## config.mk

```make
export PLATFORM = sky130hd
export DESIGN_NAME = crbr_route
export DESIGN_NICKNAME = d
export VERILOG_FILES = /design/src/hw/crbr_pkg.sv /design/src/hw/crbr_pin_cell.sv /design/src/hw/crbr_route.sv
export SDC_FILE = /design/constraint.sdc
export NUM_CORES = 1
export LEC_CHECK = 0
export BUFFER_PORTS_ARGS = -buffer_cell sky130_fd_sc_hd__buf_2
export CORE_MARGIN = 5
export CORE_UTILIZATION = 36
export CTS_CLUSTER_DIAMETER = 40
export DETAILED_ROUTE_END_ITERATION = 7
export RECOVER_POWER = 100
export SLEW_MARGIN = 20
export SYNTH_ARGS = -nofsm -noshare
export SYNTH_HDL_FRONTEND = slang
export SYNTH_SLANG_ARGS = --single-unit
```

## constraint.sdc

```tcl
create_clock -name mclk -period 3.64 [get_ports mclk]
set_input_delay 0.546 -clock mclk [delete_from_list [all_inputs] [get_ports mclk]]
set_output_delay 0.546 -clock mclk [all_outputs]
set_load 0.01 [all_outputs]
```

## src/hw/crbr_pkg.sv

```systemverilog
package crbr_pkg;

    // Register location on the special-function-register bus
    localparam logic [7:0] CRBR_CFG2_ADDR = 8'hC7;
    localparam logic [7:0] CRBR_CFG2_PAGE = 8'h0F;
    localparam logic [7:0] CRBR_CFG2_RESET = 8'h00;

    // Field positions in crossbar_config_two
    localparam int CRBR_PULLUP_DISABLE_BIT = 7;
    localparam int CRBR_MATRIX_ENABLE_BIT = 6;
    localparam int CRBR_RSVD_HI_BIT = 5;
    localparam int CRBR_RSVD_LO_BIT = 4;
    localparam int CRBR_CMP2_ASYNC_EN_BIT = 3;
    localparam int CRBR_CMP2_EN_BIT = 2;
    localparam int CRBR_UART_B_EN_BIT = 1;
    localparam int CRBR_LIN_EN_BIT = 0;

    // Peripheral signals the crossbar can place on a pin, in priority order
    typedef enum logic [2:0] {
        CRBR_SRC_NONE = 3'b000,
        CRBR_SRC_UART_TX = 3'b001,
        CRBR_SRC_UART_RX = 3'b010,
        CRBR_SRC_CMP_SYNC = 3'b011,
        CRBR_SRC_CMP_ASYNC = 3'b100,
        CRBR_SRC_LIN_TX = 3'b101,
        CRBR_SRC_LIN_RX = 3'b110
    } crbr_src_t;

    localparam int CRBR_NUM_SRC = 7;

    // Receive sources leave the pad undriven and listen to it
    function automatic logic crbr_src_is_input(input crbr_src_t s);
        crbr_src_is_input = (s == CRBR_SRC_UART_RX) || (s == CRBR_SRC_LIN_RX);
    endfunction

endpackage

```

## src/hw/crbr_pin_cell.sv

```systemverilog
`timescale 1ns/1ps
module crbr_pin_cell
    import crbr_pkg::*;
(
    input wire crbr_src_t sel,
    input wire logic [CRBR_NUM_SRC-1:0] src_val,
    input wire logic port_latch,
    input wire logic digital_mode,
    input wire logic push_pull,
    input wire logic pullup_disable,
    output logic pad_out,
    output logic pad_oe,
    output logic pullup_en
);

    logic drive_val;
    logic drives;

    // Unrouted pins fall back to the port latch, like a plain GPIO
    always_comb begin
        drive_val = (sel == CRBR_SRC_NONE) ? port_latch : src_val[sel];
        drives = digital_mode && !crbr_src_is_input(sel);
        if (!drives) begin
            pad_out = 1'b0;
            pad_oe = 1'b0;
        end else if (push_pull) begin
            pad_out = drive_val;
            pad_oe = 1'b1;
        end else begin
            // Open drain only ever pulls low; the pull-up gives the high
            pad_out = 1'b0;
            pad_oe = !drive_val;
        end
    end

    // Analog pins never get the pull-up, whatever software asks
    assign pullup_en = !pullup_disable && digital_mode;  // [RULE1]

endmodule

```

## src/hw/crbr_route.sv

```systemverilog
`timescale 1ns/1ps
// Overview of operation
// RULE1: Weak pull-ups are on for every digital pin while pullup_disable is 0 and off everywhere when it is 1.
// RULE2: routing_matrix_enable gates all peripheral routing; at 0 no peripheral signal reaches a pin.
// RULE3: Software writes zero to reserved bits 5:4, which are kept as plain read/write bits resetting to zero.
// RULE4: The unclocked comparator-2 output reaches a pin only while comparator2_async_out_en is 1.
// RULE5: The clocked comparator-2 output reaches a pin only while comparator2_out_en is 1.
// RULE6: The second UART transmit and receive lines reach pins only while uart_b_route_en is 1.
// RULE7: The LIN transmit and receive lines reach pins only while lin_route_en is 1.
module crbr_route
    import crbr_pkg::*;
#(
    parameter int NUM_PINS = 8
)
(
    input wire logic mclk,
    input wire logic reset_n,
    input wire logic [7:0] sfr_addr,
    input wire logic [7:0] sfr_page,
    input wire logic sfr_wr,
    input wire logic sfr_rd,
    input wire logic [7:0] sfr_wdata,
    output logic [7:0] sfr_rdata,
    input wire logic uart_b_tx,
    output logic uart_b_rx,
    input wire logic comparator_two_output,
    input wire logic comparator_two_async,
    input wire logic lin_tx_line,
    output logic lin_rx_line,
    input wire logic [NUM_PINS-1:0] pin_in,
    input wire logic [NUM_PINS-1:0] pin_skip,
    input wire logic [NUM_PINS-1:0] pin_digital,
    input wire logic [NUM_PINS-1:0] pin_push_pull,
    input wire logic [NUM_PINS-1:0] pin_latch,
    output logic [NUM_PINS-1:0] pin_out,
    output logic [NUM_PINS-1:0] pin_oe,
    output logic [NUM_PINS-1:0] pin_pullup_en,
    output logic crossbar_enabled
);

    typedef struct packed {
        logic [7:0] cfg;
        logic [7:0] rdata;
    } crbr_state_t;

    crbr_state_t state_q;
    crbr_state_t state_d;
    logic hit;
    logic [CRBR_NUM_SRC-1:0] src_en;
    logic [CRBR_NUM_SRC-1:0] src_val;
    crbr_src_t pin_sel [NUM_PINS];
    logic [NUM_PINS-1:0] taken;
    logic placed;

    // Every source shares one gate: the matrix enable and its own bit.
    // Keeping the matrix bit in the same term means a single write of bit 6
    // parks all routing at once, whatever the per-source bits still hold.
    function automatic logic crbr_gate(input logic [7:0] cfg, input int bit_pos);
        crbr_gate = cfg[CRBR_MATRIX_ENABLE_BIT] && cfg[bit_pos];
    endfunction

    // Level seen on the pad that carries a given receive source.
    // A receive line with no pad idles high, which a UART or LIN receiver
    // reads as an idle line rather than as a start bit or a break.
    function automatic logic crbr_rx_level(
        input crbr_src_t want,
        input crbr_src_t sel [NUM_PINS],
        input logic [NUM_PINS-1:0] pads
    );
        logic level;
        level = 1'b1;
        for (int p = 0; p < NUM_PINS; p++) begin
            if (sel[p] == want) begin
                level = pads[p];
            end
        end
        crbr_rx_level = level;
    endfunction

    // Register access
    // The register sits on one address of one page. A write with a
    // matching address and page replaces all eight bits in one edge;
    // the reserved pair is stored as ordinary bits and drives nothing,
    // so software that writes them non-zero only changes what it reads back.
    // Reads are captured into a holding register on the strobe edge.
    // The holding register keeps its value until the next read strobe,
    // so a slow reader can pick it up at any later cycle.
    // A read of any other address returns zero so that several slices of
    // the register file can be merged with a plain OR on the read path.
    // A write and a read in the same cycle return the old contents,
    // because the capture uses the registered value, not the next one.

    // Register is selected by address and page together
    assign hit = (sfr_addr == CRBR_CFG2_ADDR) && (sfr_page == CRBR_CFG2_PAGE);

    // Register update and read capture
    always_comb begin
        state_d = state_q;
        if (sfr_wr && hit) begin
            state_d.cfg = sfr_wdata;  // [RULE3]
        end
        if (sfr_rd) begin
            // Other addresses read zero so this slice can be OR-merged
            state_d.rdata = hit ? state_q.cfg : 8'h00;
        end
    end

    always_ff @(posedge mclk or negedge reset_n) begin
        if (!reset_n) begin
            state_q <= '{cfg: CRBR_CFG2_RESET, rdata: 8'h00};
        end else begin
            state_q <= state_d;
        end
    end

    assign sfr_rdata = state_q.rdata;
    assign crossbar_enabled = state_q.cfg[CRBR_MATRIX_ENABLE_BIT];

    // Per-source enables, all behind the matrix enable
    // Transmit and receive of one peripheral share a bit, so they always
    // are enabled or disabled as a pair, though too few free pins can still leave half a link.
    always_comb begin
        src_en = '0;
        src_en[CRBR_SRC_UART_TX] = crbr_gate(state_q.cfg, CRBR_UART_B_EN_BIT);  // [RULE2] [RULE6]
        src_en[CRBR_SRC_UART_RX] = crbr_gate(state_q.cfg, CRBR_UART_B_EN_BIT);  // [RULE2] [RULE6]
        src_en[CRBR_SRC_CMP_SYNC] = crbr_gate(state_q.cfg, CRBR_CMP2_EN_BIT);  // [RULE2] [RULE5]
        src_en[CRBR_SRC_CMP_ASYNC] = crbr_gate(state_q.cfg, CRBR_CMP2_ASYNC_EN_BIT);  // [RULE2] [RULE4]
        src_en[CRBR_SRC_LIN_TX] = crbr_gate(state_q.cfg, CRBR_LIN_EN_BIT);  // [RULE2] [RULE7]
        src_en[CRBR_SRC_LIN_RX] = crbr_gate(state_q.cfg, CRBR_LIN_EN_BIT);  // [RULE2] [RULE7]
    end

    // Output values offered to pins; the async comparator path is never clocked
    always_comb begin
        src_val = '0;
        src_val[CRBR_SRC_UART_TX] = uart_b_tx;
        src_val[CRBR_SRC_CMP_SYNC] = comparator_two_output;
        src_val[CRBR_SRC_CMP_ASYNC] = comparator_two_async;
        src_val[CRBR_SRC_LIN_TX] = lin_tx_line;
    end

    // Pin allocation
    // Sources are visited in the fixed priority order of the source enum:
    // UART transmit, UART receive, clocked comparator, unclocked comparator,
    // LIN transmit, LIN receive. Each enabled source takes the lowest pin
    // that is neither skipped nor already taken by a higher source.
    // Skipped pins are left to the port latch, so software can reserve a
    // pin for plain GPIO or analog use without moving any peripheral bit.
    // Turning a high-priority source on shifts every lower source up by
    // one pin; software must set the enables before it relies on a pinout.
    // A source that finds no free pin is dropped silently; there is no
    // status for it, which is a limit of this simple scheme.
    // The whole search is combinational and unrolls to a chain of
    // NUM_PINS times the source count; at the default size it is short,
    // but a much wider port would want a registered allocation instead.
    // The analog or digital mode of a pin does not take part in the
    // search: an analog pin may be handed a source and then simply not
    // drive it, which keeps the pinout independent of the mode registers.
    always_comb begin
        taken = '0;
        placed = 1'b0;
        for (int p = 0; p < NUM_PINS; p++) begin
            pin_sel[p] = CRBR_SRC_NONE;
        end
        for (int s = 1; s < CRBR_NUM_SRC; s++) begin
            placed = 1'b0;
            for (int p = 0; p < NUM_PINS; p++) begin
                if (src_en[s] && !placed && !taken[p] && !pin_skip[p]) begin
                    pin_sel[p] = crbr_src_t'(s[2:0]);
                    taken[p] = 1'b1;
                    placed = 1'b1;
                end
            end
        end
    end

    // Unrouted receive lines idle high so the peripherals see a quiet line
    assign uart_b_rx = crbr_rx_level(CRBR_SRC_UART_RX, pin_sel, pin_in);  // [RULE6]
    assign lin_rx_line = crbr_rx_level(CRBR_SRC_LIN_RX, pin_sel, pin_in);  // [RULE7]

    // Pad cells
    // One cell per pin turns the chosen source into drive level and
    // output enable, honouring push-pull or open-drain and analog mode.
    // The pull-up disable bit reaches every cell unchanged; the cell
    // itself keeps the pull-up off on analog pins.

    for (genvar p = 0; p < NUM_PINS; p++) begin : g_pin
        crbr_pin_cell u_cell (
            .sel(pin_sel[p]),
            .src_val(src_val),
            .port_latch(pin_latch[p]),
            .digital_mode(pin_digital[p]),
            .push_pull(pin_push_pull[p]),
            .pullup_disable(state_q.cfg[CRBR_PULLUP_DISABLE_BIT]),  // [RULE1]
            .pad_out(pin_out[p]),
            .pad_oe(pin_oe[p]),
            .pullup_en(pin_pullup_en[p])
        );
    end

endmodule

```

==> results_dict.tcl <==
set metrics [dict create \
    outcome "finished, violations left" \
    violations "negative setup slack" \
    vdd_ir_drop_max_v 0.0002013 \
    routedWlPerCell_microns 15.60 \
    rows 34 \
    synthCells 445 \
    postPlaceCellArea_sq_mm 0.004437 \
    fin_ws_ns -0.1263 \
    finalMaxSlewViolations 0 \
    syn_to_final_growth_pct 49.50 \
    grt_pass1_vias 4155 \
    antenna_left 0 \
    grt_max_degree 23 \
    path_class "flip-flop to output pin" \
    place_congestion 0.9797 \
    crit_path_start_kind "flip-flop" \
    firstDrtPassIters 4 \
    grt_pass1_wl_microns 18820 \
    relSlewSlack 0.4315 \
    antennaDiodeCount 0 \
    synth.area.top_cells "dfrtp_1 12%, buf_4 8.5%, nor2_1 5.5%" \
    finalSetupViolations 7 \
    r2r_start "crossbar_enabled$_DFFE_PN0P_" \
    clk_pin_slew_ns 0.06 \
    io_pins 107 \
    regArea_sq_um 405.4 \
    avgSynthCellArea_sq_um 7.383 \
    p_per_area_mw_per_mm2 115.8 \
    syn_area_sq_mm 0.003286 \
    syn-num-nets 517 \
    yosys.area.top_type "dfrtp_1" \
    crit_start "state_q[9]$_DFFE_PN0P_" \
    via_count 4058 \
    maxCapViolCount 0 \
    seq_area_frac_synth 0.1219 \
    via_per_inst 5.514 \
    overflow 0 \
    power.total_mw 0.5687 \
    synth-main-ff-cell "dfrtp_1" \
    multiInputGateArea_sq_mm 0.002715 \
    hpwl_microns 9139 \
    end_kind "output pin" \
    nFillCells 834 \
    clock-sinks 16 \
    drive_gt1_frac 0.4984 \
    htreeDepth 1 \
    fin_crit_ns 3.766 \
    tns_ns -0.4898 \
    ys_ff_latch 16 \
    synth_edf_count 0 \
    die_area_sq_mm 0.01114 \
    portBuffers 105 \
    die_w_microns 105.5 \
    die_h_microns 105.5 \
    final_cell_mix "119 x buf_4, 84 x buf_2, 43 x nor2_1, 31 x nand2_1, 24 x a21oi_1" \
    crit_required_ns 3.09 \
    postLayoutCellArea_sq_mm 0.004912 \
    grt.total_usage 0.1973 \
    yosysTopAreaCellShare 0.1219 \
    initial_core_util 0.3731 \
    finalCritPeriodShare 1.035 \
    hold_path.class "input port to asynchronous set/reset pin" \
    cts_root_buf "clkbuf_8" \
    fmax_mhz 265.5 \
    antenna_found_initial 0 \
    crit_chain "buf_4, a21oi_2, o211a_1, a21o_4, a221oi_4, o22ai_2, or2_4, mux2_4, or4b_1, o221a_1, buf_2" \
    clock_latency_ns 0.25 \
    drc 0 \
    slowest_delay_ns 0.46 \
    cp.arrival_ns 3.22 \
    nNetsFinal 701 \
    clk_path_buf_depth 2 \
    post-route-util 0.5578 \
    ys_types 86 \
    drt_iter0_drc 161 \
    holdBufCountCts 0 \
    final_common_cell "buf_4" \
    cp_max_fo 8 \
    tightest_slew_ns 0.8528 \
    dp_slack_ns -0.3263 \
    hold_viol_final 0 \
    yosys_warnings 0 \
    routed_wl_microns 11480 \
    core_sq_mm 0.008806 \
    rsz0062_at_grt "true" \
    cp_slowest_cell "or4b_1" \
    numCtsBuffers 3 \
    cts_tree "built" \
    clock_skew_ns 0.0006509 \
    power_leakage_nw 2.163 \
    async_flop_share 1.000 \
]
[worst max-delay path, delay by kind of cell, from the launching register on]
kind,cells,cell delay [ns]
flops,1,0.45
mux,1,0.30
compound gates,6,1.22
simple gates,2,0.71
buf+inv,2,0.29
[metal layers]
layer	part of all wire	wire (microns)	up-vias	GRT usage
li1	-	-	2019	-
met1	0.43	4924	1897	0.2410
met2	0.50	5722	118	0.3693
met3	0.052	597	24	0.02445
met4	0.021	236	0	0.04163
met5	0	0	-	0
[cell usage after synthesis, types with 3 or more instances]
cell type  count
nand4b_1       3
or2_2          4
a2111oi_0      3
nor3b_1        3
mux2i_1       11
and3_1         3
and2_1         4
nor4_1         3
nand4_1        5
o22ai_1       12
nand3_1       14
o21ai_0       15
o211ai_2       3
nor2_1        48
a31oi_1        6
maj3_1         4
nand2_1       32
nor2b_1       11
o31a_1         3
buf_2          3
o211ai_1      12
clkbuf_1       7
inv_1         19
o21a_1         7
buf_6          5
or3_1          3
dfrtp_1       16
a211o_1        3
a22oi_1        3
a21oi_1       28
nand2b_1       4
o211a_1        3
nor3_1        16
xnor2_1        5
buf_4         37
o21ai_1        4
mux2_2        10
a21o_1         7
[state kept, by name (all words and copies together) (netlist names)]
signal,flops
sfr_rdata,8
state_q,7
crossbar_enabled,1
[what timing repair did]
| action | 4_1_cts | 5_1_grt |
|---|---|---|
| endpoints found under the setup margin | 13 | 14 |
| gates resized for setup | 47 | 34 |
| pin swaps | 24 | 18 |
| buffers inserted | 9 | 6 |
[cell type report]
class,count,share of cell area
tap,108,0.02751
timing repair buffer,233,0.3107
inverter,20,0.01528
clock buffer,4,0.01121
sequential,16,0.08253
multi-input combinational,355,0.5527
[where the power goes]
group,internal (mW),switching (mW)
sequential,0.178,0.0000672
combinational,0.112,0.124
clock,0.0959,0.0592
[path summary, 6_finish.rpt]
check | end | slack, ns | cells after the start
max in group asynchronous | state_q[11]$_DFFE_PN0P_ | 2.68 | 1
hold reg to reg | state_q[12]$_DFFE_PN0P_ | 0.52 | 1
setup / recovery | pin_oe[7] | -0.13 | 11
hold / removal | sfr_rdata[5]$_DFFE_PN0P_ | 0.38 | 1
setup reg to reg | crossbar_enabled$_DFFE_PN0P_ | 2.62 | 2
min in group mclk | state_q[12]$_DFFE_PN0P_ | 0.52 | 1
[cell families (layout without fill, tap and decap cells)]
family	after synthesis	in the layout	share of synthesized area
buffers and inverters	74	257	0.1401
AOI/OAI and AO/OA	150	150	0.3511
and+or+nand+nor	171	171	0.2719
muxes	24	24	0.08606
DFF	16	16	0.1219
xor gates and xnor gates	5	5	0.01333
adders and majority gates	5	5	0.01561
[stage by stage]
stage	instances	hold WS (ns)
floorplan	445	0.2504
global placement	717	0.4723
detailed placement	717	0.4763
CTS	730	0.2068
global route	736	0.4517
finish	736	0.3804
(Power assumes the default switching activity.)
